## src/include/buck_group_pkg.sv

```systemverilog
// package: register map, field layout and encodings for the buck group control
// ==========================================
// How it works
// - with the third node independent, pair and third output keep their own three set-points, mode and enable.
// - pair single phase drives both pair nodes from the pair config; the third node uses its own config.
// - pair dual phase runs the two pair nodes 180 degrees apart on their own, sharing pair frequency and slew.
// - a 6-bit set-point code maps to 300 mV plus 25 mV per step, up to 1875 mV.
// - each output has normal, standby and sleep set-point fields, chosen by the power state.
// - a 2-bit one-time grouping field picks all-as-one, pair single, pair dual, or reserved.
// - in all-as-one grouping all three nodes run from the third output's config.
// - frequency field 00 is 625 kHz, 01 is 1.25 MHz, 10 is 2.5 MHz, 11 reserved.
package buck_group_pkg;

  // ==========================================
  // register byte offsets
  localparam logic [7:0] OFS_PAIR_NORM  = 8'h80;
  localparam logic [7:0] OFS_PAIR_STBY  = 8'h84;
  localparam logic [7:0] OFS_PAIR_SLEEP = 8'h88;
  localparam logic [7:0] OFS_PAIR_MODE  = 8'h8C;
  localparam logic [7:0] OFS_PAIR_CONF  = 8'h90;
  localparam logic [7:0] OFS_THRD_NORM  = 8'hB8;
  localparam logic [7:0] OFS_THRD_STBY  = 8'hBC;
  localparam logic [7:0] OFS_THRD_SLEEP = 8'hC0;
  localparam logic [7:0] OFS_THRD_MODE  = 8'hC4;
  localparam logic [7:0] OFS_THRD_CONF  = 8'hC8;
  localparam logic [7:0] OFS_CTRL       = 8'hD0;
  localparam logic [7:0] OFS_STATUS     = 8'hD4;

  // ==========================================
  // reset values and field widths
  localparam logic [5:0] SETPOINT_RST   = 6'h00;
  localparam logic [5:0] MODE_RST       = 6'h08;
  localparam logic [7:0] CONF_RST       = 8'h00;
  localparam logic [5:0] SETPOINT_MIN_OK = 6'h0D;   // codes below are 0.6 V or less
  localparam logic [1:0] PHASE_HALF     = 2'h2;     // 180 degrees

  // ==========================================
  // set-point decode, millivolts
  localparam logic [10:0] MV_BASE = 11'h12C;        // 300 mV
  localparam logic [10:0] MV_STEP = 11'h019;        // 25 mV

  // ==========================================
  // timing: divider base for switching clocks
  localparam int REF_CLK_HZ   = 10_000_000;
  localparam int SW_1MHZ_HZ   = 1_000_000;
  localparam int TICKS_PER_1M = REF_CLK_HZ / SW_1MHZ_HZ;  // one 1 MHz period in ref cycles

  typedef enum logic [1:0] {GRP_ALL_ONE, GRP_PAIR_SINGLE, GRP_PAIR_DUAL, GRP_RESERVED} grouping_t;
  typedef enum logic [1:0] {FREQ_1M, FREQ_2M, FREQ_4M, FREQ_RSVD} frequency_select_t;
  typedef enum logic [1:0] {PST_NORMAL, PST_STANDBY, PST_SLEEP} power_state_t;

  // configuration register layout
  typedef struct packed {
    logic [1:0]        voltage_slew_speed;
    logic [1:0]        phase;
    frequency_select_t frequency_select;
    logic              unused;
    logic              ilim_low;
  } switching_config_t;

  // what one switching node is given
  typedef struct packed {
    logic [1:0]        voltage_slew_speed;
    logic [1:0]        phase;
    frequency_select_t frequency_select;
  } node_drive_t;

endpackage

```

## src/core/buck_group_ctrl.sv

```systemverilog
// buck group control: APB registers, grouping steer, set-point select and decode
//
// Local design decisions: the APB register port and the address map.
`timescale 1ns/10ps
module buck_group_ctrl
  import buck_group_pkg::*;
(
  // clock and reset
  input  wire logic         i_ref_clk,
  input  wire logic         i_rst,
  // apb slave
  input  wire logic         i_psel,
  input  wire logic         i_penable,
  input  wire logic         i_pwrite,
  input  wire logic [7:0]   i_paddr,
  input  wire logic [31:0]  i_pwdata,
  output logic [31:0]       o_prdata,
  output logic              o_pready,
  output logic              o_pslverr,
  // device state pins
  input  wire logic [1:0]   i_grouping_select,
  input  wire logic         i_standby,
  input  wire logic         i_sleep,
  // node drive
  output logic              o_pair_node_first,
  output logic              o_pair_node_second,
  output logic              o_third_node,
  output node_drive_t       o_pair_drive,
  output node_drive_t       o_third_drive,
  // regulation targets
  output logic [5:0]        o_pair_setpoint,
  output logic [5:0]        o_third_setpoint,
  output logic [10:0]       o_pair_target_mv,
  output logic [10:0]       o_third_target_mv,
  output logic              o_pair_enable,
  output logic              o_third_enable,
  output logic [5:0]        o_pair_mode,
  output logic [5:0]        o_third_mode
);

  // ==========================================
  // pin synchronisers
  logic [3:0] pin_s1_r;
  logic [3:0] pin_s2_r;
  // no reset: the strap must already sit in the second stage when capture runs after release
  always_ff @(posedge i_ref_clk)
  begin
    pin_s1_r <= {i_grouping_select, i_standby, i_sleep};
    pin_s2_r <= pin_s1_r;
  end

  // one-time field: caught once after reset, then frozen
  logic      grp_seen_r;
  logic      grp_seen_nxt;
  logic      load_cnt_r;
  logic      load_cnt_nxt;
  grouping_t grp_r;
  grouping_t grp_nxt;
  always_comb
  begin
    load_cnt_nxt = 1'b1;
    grp_seen_nxt = grp_seen_r | load_cnt_r;
    grp_nxt      = (load_cnt_r && !grp_seen_r) ? grouping_t'(pin_s2_r[3:2]) : grp_r;
  end
  always_ff @(posedge i_ref_clk)
  begin
    if (i_rst)
    begin
      load_cnt_r <= 1'b0;
      grp_seen_r <= 1'b0;
      grp_r      <= GRP_ALL_ONE;
    end
    else
    begin
      load_cnt_r <= load_cnt_nxt;
      grp_seen_r <= grp_seen_nxt;
      grp_r      <= grp_nxt;
    end
  end

  // ==========================================
  // registers
  logic [5:0]        sp_r  [6];   // pair n/s/z, third n/s/z
  logic [5:0]        sp_nxt[6];
  logic [5:0]        mode_r   [2];
  logic [5:0]        mode_nxt [2];
  switching_config_t conf_r   [2];
  switching_config_t conf_nxt [2];
  logic [1:0]        en_r;
  logic [1:0]        en_nxt;
  logic [31:0]       rdata_r;
  logic [31:0]       rdata_nxt;
  logic              ready_r;
  logic              ready_nxt;
  logic              err_r;
  logic              err_nxt;
  logic              wr;
  logic              acc;
  logic              hit;

  localparam logic [7:0] SP_OFS [6] = '{OFS_PAIR_NORM, OFS_PAIR_STBY, OFS_PAIR_SLEEP,
                                        OFS_THRD_NORM, OFS_THRD_STBY, OFS_THRD_SLEEP};
  localparam logic [7:0] MODE_OFS [2] = '{OFS_PAIR_MODE, OFS_THRD_MODE};
  localparam logic [7:0] CONF_OFS [2] = '{OFS_PAIR_CONF, OFS_THRD_CONF};

  // status bits: set-point codes that software should never have written
  logic [5:0] bad_code;

  always_comb
  begin
    // zero-wait slave: answer lands the cycle after setup, in the access phase
    acc       = i_psel && i_penable && ready_r;
    wr        = acc && i_pwrite;
    hit       = 1'b0;
    sp_nxt    = sp_r;
    mode_nxt  = mode_r;
    conf_nxt  = conf_r;
    en_nxt    = en_r;
    rdata_nxt = 32'h0;
    ready_nxt = i_psel && !i_penable;
    err_nxt   = 1'b0;
    for (int i = 0; i < 6; i++)
      bad_code[i] = sp_r[i] < SETPOINT_MIN_OK;
    for (int i = 0; i < 6; i++)
    begin
      if (i_paddr == SP_OFS[i])
      begin
        hit       = 1'b1;
        rdata_nxt = {26'h0, sp_r[i]};
        if (wr)
          sp_nxt[i] = i_pwdata[5:0];
      end
    end
    for (int i = 0; i < 2; i++)
    begin
      if (i_paddr == MODE_OFS[i])
      begin
        hit       = 1'b1;
        rdata_nxt = {26'h0, mode_r[i]};
        if (wr)
          mode_nxt[i] = i_pwdata[5:0];
      end
      if (i_paddr == CONF_OFS[i])
      begin
        hit       = 1'b1;
        rdata_nxt = {24'h0, conf_r[i]};
        if (wr)
          conf_nxt[i] = switching_config_t'(i_pwdata[7:0]);
      end
    end
    if (i_paddr == OFS_CTRL)
    begin
      hit       = 1'b1;
      rdata_nxt = {30'h0, en_r};
      if (wr)
        en_nxt = i_pwdata[1:0];
    end
    if (i_paddr == OFS_STATUS)
    begin
      hit       = 1'b1;
      rdata_nxt = {24'h0, bad_code, grp_r};
    end
    if (!hit)
      err_nxt = i_psel && !i_penable;
    if (!(i_psel && !i_penable) || i_pwrite)
      rdata_nxt = 32'h0;
  end

  always_ff @(posedge i_ref_clk)
  begin
    if (i_rst)
    begin
      for (int i = 0; i < 6; i++)
        sp_r[i] <= SETPOINT_RST;
      for (int i = 0; i < 2; i++)
      begin
        mode_r[i] <= MODE_RST;
        conf_r[i] <= switching_config_t'(CONF_RST);
      end
      en_r    <= 2'h0;
      rdata_r <= 32'h0;
      ready_r <= 1'b0;
      err_r   <= 1'b0;
    end
    else
    begin
      sp_r    <= sp_nxt;
      mode_r  <= mode_nxt;
      conf_r  <= conf_nxt;
      en_r    <= en_nxt;
      rdata_r <= rdata_nxt;
      ready_r <= ready_nxt;
      err_r   <= err_nxt;
    end
  end

  assign o_prdata  = rdata_r;
  assign o_pready  = ready_r;
  assign o_pslverr = err_r;

  // ==========================================
  // grouping steer and set-point selection
  node_drive_t  pair_dr;
  node_drive_t  third_dr;
  node_drive_t  second_dr;
  power_state_t pst;
  logic [5:0]   psp_nxt;
  logic [5:0]   tsp_nxt;

  always_comb
  begin
    pair_dr  = '{conf_r[0].voltage_slew_speed, conf_r[0].phase, conf_r[0].frequency_select};
    third_dr = '{conf_r[1].voltage_slew_speed, conf_r[1].phase, conf_r[1].frequency_select};
    if (grp_r == GRP_ALL_ONE)
      pair_dr = third_dr;
    second_dr = pair_dr;
    if (grp_r == GRP_PAIR_DUAL)
      second_dr.phase = 2'(pair_dr.phase + PHASE_HALF);
    pst = pin_s2_r[0] ? PST_SLEEP : (pin_s2_r[1] ? PST_STANDBY : PST_NORMAL);
    unique case (pst)
      PST_NORMAL:  begin psp_nxt = sp_r[0]; tsp_nxt = sp_r[3]; end
      PST_STANDBY: begin psp_nxt = sp_r[1]; tsp_nxt = sp_r[4]; end
      default:     begin psp_nxt = sp_r[2]; tsp_nxt = sp_r[5]; end
    endcase
    if (grp_r == GRP_ALL_ONE)
      psp_nxt = tsp_nxt;                     // one output, third's controls
  end

  // ==========================================
  // 5 MHz base tick (10 MHz reference divided by 2) shared by all nodes so phases stay aligned
  localparam logic [3:0] TICK_DIV = 4'(TICKS_PER_1M / 4);
  logic [3:0] div_r;
  logic [3:0] div_nxt;
  logic       tick;
  always_comb
  begin
    tick    = (div_r == 4'(TICK_DIV - 4'h1));
    div_nxt = tick ? 4'h0 : 4'(div_r + 4'h1);
  end

  // ==========================================
  // registered outputs
  node_drive_t pdrv_r;
  node_drive_t sdrv_r;
  node_drive_t tdrv_r;
  logic [5:0]  psp_r;
  logic [5:0]  tsp_r;
  logic [10:0] pmv_r;
  logic [10:0] tmv_r;
  logic [1:0]  oen_r;
  logic [5:0]  pmode_r;
  logic [5:0]  tmode_r;
  always_ff @(posedge i_ref_clk)
  begin
    if (i_rst)
    begin
      div_r   <= 4'h0;
      pdrv_r  <= '0;
      sdrv_r  <= '0;
      tdrv_r  <= '0;
      psp_r   <= SETPOINT_RST;
      tsp_r   <= SETPOINT_RST;
      pmv_r   <= MV_BASE;
      tmv_r   <= MV_BASE;
      oen_r   <= 2'h0;
      pmode_r <= MODE_RST;
      tmode_r <= MODE_RST;
    end
    else
    begin
      div_r   <= div_nxt;
      pdrv_r  <= pair_dr;
      sdrv_r  <= second_dr;
      tdrv_r  <= third_dr;
      psp_r   <= psp_nxt;
      tsp_r   <= tsp_nxt;
      pmv_r   <= 11'(MV_BASE + 11'(psp_nxt) * MV_STEP);
      tmv_r   <= 11'(MV_BASE + 11'(tsp_nxt) * MV_STEP);
      oen_r   <= (grp_r == GRP_ALL_ONE) ? {en_r[1], en_r[1]} : en_r;
      pmode_r <= (grp_r == GRP_ALL_ONE) ? mode_r[1] : mode_r[0];
      tmode_r <= mode_r[1];
    end
  end

  assign o_pair_drive      = pdrv_r;
  assign o_third_drive     = tdrv_r;
  assign o_pair_setpoint   = psp_r;
  assign o_third_setpoint  = tsp_r;
  assign o_pair_target_mv  = pmv_r;
  assign o_third_target_mv = tmv_r;
  assign o_pair_enable     = oen_r[0];
  assign o_third_enable    = oen_r[1];
  assign o_pair_mode       = pmode_r;
  assign o_third_mode      = tmode_r;

  node_phase_gen u_first (
    .i_ref_clk  (i_ref_clk),
    .i_rst      (i_rst),
    .i_tick     (tick),
    .i_drive    (pdrv_r),
    .o_node_clk (o_pair_node_first)
  );
  node_phase_gen u_second (
    .i_ref_clk  (i_ref_clk),
    .i_rst      (i_rst),
    .i_tick     (tick),
    .i_drive    (sdrv_r),
    .o_node_clk (o_pair_node_second)
  );
  node_phase_gen u_third (
    .i_ref_clk  (i_ref_clk),
    .i_rst      (i_rst),
    .i_tick     (tick),
    .i_drive    (tdrv_r),
    .o_node_clk (o_third_node)
  );

endmodule // buck_group_ctrl

```

## src/core/node_phase_gen.sv

```systemverilog
// one switching-node clock: frequency from a base tick, phase as quarter-period offset
`timescale 1ns/10ps
module node_phase_gen
  import buck_group_pkg::*;
(
  // clock and reset
  input  wire logic         i_ref_clk,
  input  wire logic         i_rst,
  // settings
  input  wire logic         i_tick,
  input  wire node_drive_t  i_drive,
  // node clock
  output logic              o_node_clk
);

  // ==========================================
  // 8-step phase counter; 5 MHz ticks step it
  logic [2:0] cnt_r;
  logic [2:0] cnt_nxt;
  logic [2:0] pos;
  logic       clk_nxt;
  logic       clk_r;

  always_comb
  begin
    cnt_nxt = i_tick ? 3'(cnt_r + 3'h1) : cnt_r;
    unique case (i_drive.frequency_select)
      FREQ_1M: pos = 3'(cnt_r + {i_drive.phase, 1'b0});
      FREQ_2M: pos = 3'({cnt_r[1:0], 1'b0} + {i_drive.phase, 1'b0});
      FREQ_4M: pos = 3'({cnt_r[0], 2'h0} + {i_drive.phase[1], 2'h0});   // quarter steps fall between ticks
      default: pos = 3'h0;                    // reserved holds the node idle
    endcase
    clk_nxt = (i_drive.frequency_select == FREQ_RSVD) ? 1'b0 : ~pos[2];
  end

  always_ff @(posedge i_ref_clk)
  begin
    if (i_rst)
    begin
      cnt_r <= 3'h0;
      clk_r <= 1'b0;
    end
    else
    begin
      cnt_r <= cnt_nxt;
      clk_r <= clk_nxt;
    end
  end

  assign o_node_clk = clk_r;

endmodule // node_phase_gen

```

## config.mk

```make
export PLATFORM = sky130hd
export DESIGN_NAME = buck_group_ctrl
export DESIGN_NICKNAME = d
export VERILOG_FILES = /design/src/include/buck_group_pkg.sv /design/src/core/buck_group_ctrl.sv /design/src/core/node_phase_gen.sv
export SDC_FILE = /design/constraint.sdc
export NUM_CORES = 1
export LEC_CHECK = 0
export BUFFER_PORTS_ARGS = -buffer_cell sky130_fd_sc_hd__buf_2
export CAP_MARGIN = 20
export CORE_ASPECT_RATIO = 1.4
export CORE_MARGIN = 2
export CORE_UTILIZATION = 56
export DETAILED_ROUTE_END_ITERATION = 8
export PLACE_DENSITY_LB_ADDON = 0.1
export SYNTH_ARGS = -nofsm -noshare
export SYNTH_HDL_FRONTEND = slang
export SYNTH_SLANG_ARGS = --single-unit
```

## constraint.sdc

```tcl
create_clock -name i_ref_clk -period 4.1 [get_ports i_ref_clk]
set_input_delay 0.205 -clock i_ref_clk [delete_from_list [all_inputs] [get_ports i_ref_clk]]
set_output_delay 0.205 -clock i_ref_clk [all_outputs]
set_load 0.01 [all_outputs]
```

==> run_results.csv <==
group,metric,value,unit
floorplanning,dieArea,15100,um2
sta,fin_tns_setup,0,ps
placed_design,gp_congestion,0.888,
synth,synth_ff_type,"dfxtp_1",
placed_design,dpl.hpwl,13400,um
clock_tree,htreeDepth,4,
sta,fmax,0.271,GHz
routing,drc,0,
synth,ys_seq_area_frac,0.408,
power,p_sw_frac,0.263,
sta,finalClockSkew,12.9,ps
sta,finalSetupViolCount,0,
floorplanning,die_h,145,um
routing,via_per_inst,5.50,
critical_path,cp-start-kind,"flop",
routing,ant_nets,0,
clock_tree,clockRootBuffer,"clkbuf_16",
sta,grt_setup_unrepaired,"false",
clock_tree,clkLatencyLatePin,420,ps
clock_tree,cts_inserted_buffers,17,
routing,drt_first_iter_violations,399,
sta,final_hold_viol_count,0,
power,power.switching,0.000902,W
critical_path,cp_max_fo,13,
routing,wl_met2,8860,um
finish,nNetsFinal,1072,
floorplanning,std_cell_rows,51,
synth,synth_top_family_by_area,"simple AND/OR/NAND/NOR gates",
worst_hold_path,min_from,"i_pwdata[6]",
routing,avgRoutedWirePerCell,16.1,um
run_status,status,"finished clean",
synth,syn_inst,898,
synth,synthArstFlopShare,0,
synth,synth_edf_count,0,
floorplanning,start_util,0.570,
routing,dr.pass1.iters,6,
floorplanning,io_pins,146,
clock_tree,cts_setup_buffers,0,
synth,synthDistinctLibCells,58,
synth,synth_compound_area_frac,0.120,
floorplanning,core,13800,um2
routing,dr_total_vias,6432,
routing,wl_met3,1030,um
critical_path,reg2reg_from,"pin_s2_r[1]",
worst_hold_path,min_path_type,"primary input to flop",
critical_path,cp.arrival,3970,ps
finish,regArea,3220,um2
global_routing,grt_pass1_vias,5972,
routing,routed_wl,18900,um
placed_design,port_buffers,97,
finish,multiInputGateArea,4170,um2
synth,synthAdderAreaFrac,0.0865,
synth,avgSynthCellArea,8.79,um2
sta,finalWorstPathRequiredPeriod,3690,ps
finish,fill_cells,1249,
power,power.internal,0.00253,W
power,p_leak,4.12,nW
global_routing,grt-ovfl-total,0,
synth,yosys.cell_count.top_type,"dfxtp_1",
clock_tree,clk_pin_slew_worst_paths,70,ps
synth,ys_warn_count,0,
sta,worst_pin_slew,760,ps
global_routing,grt_antenna_before_repair,0,
synth,synth.area.mux_share,0.0889,
sta,period_share,0.900,
clock_tree,cts_tree,"built",
critical_path,required,4380,ps
power,peakVddDrop,0.000202,V
finish,antenna_cells,0,
finish,final_layout_size_suffix_gt1_frac,0.161,
synth,synthTopCellsByArea,"dfxtp_1, mux2i_1, ha_1",
global_routing,grt_max_degree,77,
global_routing,grt_pass1_wl,30100,um
flow_run,drv_cap,0,
power,combPwrFrac,0.092,
synth,synth_area,7900,um2
clock_tree,clock_sink_count,161,
synth,synthSimpleGateAreaFrac,0.193,
synth,yosys_register_bits,161,
routing,maxUsedRoutingLayer,"met4",
critical_path,crit_path_start,"pin_s2_r[1]",
sta,slew_headroom,0.489,
global_routing,grt_usage,0.253,
clock_tree,clockBufferDepth,2,
critical_path,crit_path_end_kind,"flop",
synth,yosysTopAreaCellShare,0.408,
finish,syn2layout_area_growth,13.3,%
floorplanning,die_w,104,um
critical_path,path_class,"flop to flop",
sta,drv_slew,0,
sta,hold_slack,44.1,ps
synth,synth.largest_area_cell,"dfxtp_1",
power,p_per_area,384,nW/um2
synth,synth_xor_area_frac,0.0288,
power,p_seq_frac,0.474,
power,clkPwrFrac,0.434,
synth,synth_common_cells,"dfxtp_1, nor2_1, nand2_1",
routing,met1_length,8170,um
routing by layer:
metal / vias to the layer above / GRT usage
met2: 238 / 0.425
met3: 56 / 0.0437
met5: - / 0
li1: 3167 / -
met4: 0 / 0.133
met1: 2971 / 0.312
worst paths after layout:
| path | to | slack (ps) | cells after the start |
|---|---|---|---|
| min | conf_r[6] | 40 | 3 |
| max reg2reg | o_pair_target_mv[10] | 410 | 15 |
| max | o_pair_target_mv[10] | 410 | 15 |
| min reg2reg | pin_s2_r[1] | 330 | 0 |
per-stage QoR:
stage,std cells,utilization,power [W],cell area (um2),setup slack [ps]
final,1169,0.646,0.00343,8950,411
after global routing,1169,0.646,0.00357,8950,21.2
after CTS,1169,0.646,0.00346,8950,376
after detailed placement,1134,0.603,0.00197,8350,394
after global placement,1134,0.603,0.00197,8350,448
after floorplan,921,-,0.00190,7980,442
critical path: stages (launching register included):
cell and delay (ps):
dfxtp_1 310, buf_4 230, mux2i_1 290, nor2_1 70
a21oi_1 220, o21ai_0 280, ha_1 390, ha_1 290
ha_1 300, ha_1 330, nor2b_1 160, nor3_1 200
o21bai_1 110, a21oi_1 180, xnor2_1 130, nor2_1 50
state kept, by name (all words and copies together) (netlist names), 6 cells and up:
| name | count |
|---|---|
| conf_r | 16 |
| o_third_target_mv | 9 |
| o_pair_setpoint | 6 |
| o_third_mode | 6 |
| o_pair_target_mv | 9 |
| o_pair_mode | 6 |
| sp_r | 36 |
| o_third_drive | 6 |
| mode_r | 12 |
| o_third_setpoint | 6 |
| o_prdata | 8 |
power by group through the flow:
stage | clock [W] | combinational (W) | sequential (W)
after CTS | 0.00151 | 0.000316 | 0.00163
after global routing | 0.00158 | 0.000353 | 0.00163
after floorplan | 0 | 0.000232 | 0.00167
after detailed placement | 0 | 0.000310 | 0.00166
final | 0.00149 | 0.000315 | 0.00163
after global placement | 0 | 0.000307 | 0.00166
timing repair:
action                                  CTS  global route
endpoints found under the setup margin    0             1
endpoints found under the hold margin     4             0
gates resized for setup                   0             1
hold buffers                              4             0
cell usage in the layout, fill, tap and decap left out, drive strengths merged, types with 2 or more instances in the layout:
cell type	count
a41oi	2
fa	6
dlygate4sd3	4
clkbuf	18
nor4	5
nand2b	6
buf	109
o211ai	10
nor2b	26
nand4	8
xor2	12
mux2i	69
o22ai	4
clkinvlp	2
xnor2	14
nand2	92
nand3	34
and4b	2
a21oi	67
conb	24
o211a	3
and3	8
dfxtp	161
inv	41
a22o	3
a22oi	6
a221oi	2
ha	45
o311ai	2
o221ai	3
a211oi	8
or2	7
nor3b	7
a21o	2
o21ai	33
clkinv	7
nor3	11
nor2	103
o21bai	5
nor4b	2
cell families after synthesis:
kind of cell	count (synthesis)
xor gates and xnor gates	26
and+or+nand+nor	317
other	1
adders and majority gates	51
AOI/OAI and AO/OA	154
muxes	70
buffers and inverters	118
DFF	161
cell type report:
| type | count | share of cell area |
|---|---|---|
| clock inverters | 13 | 0.0140 |
| flip-flops and latches | 161 | 0.360 |
| repair buffers | 113 | 0.0691 |
| clock buffers | 18 | 0.0491 |
| well taps | 185 | 0.0259 |
| inverters | 37 | 0.0155 |
| multi-input cells | 642 | 0.466 |
(Power assumes the default switching activity.)
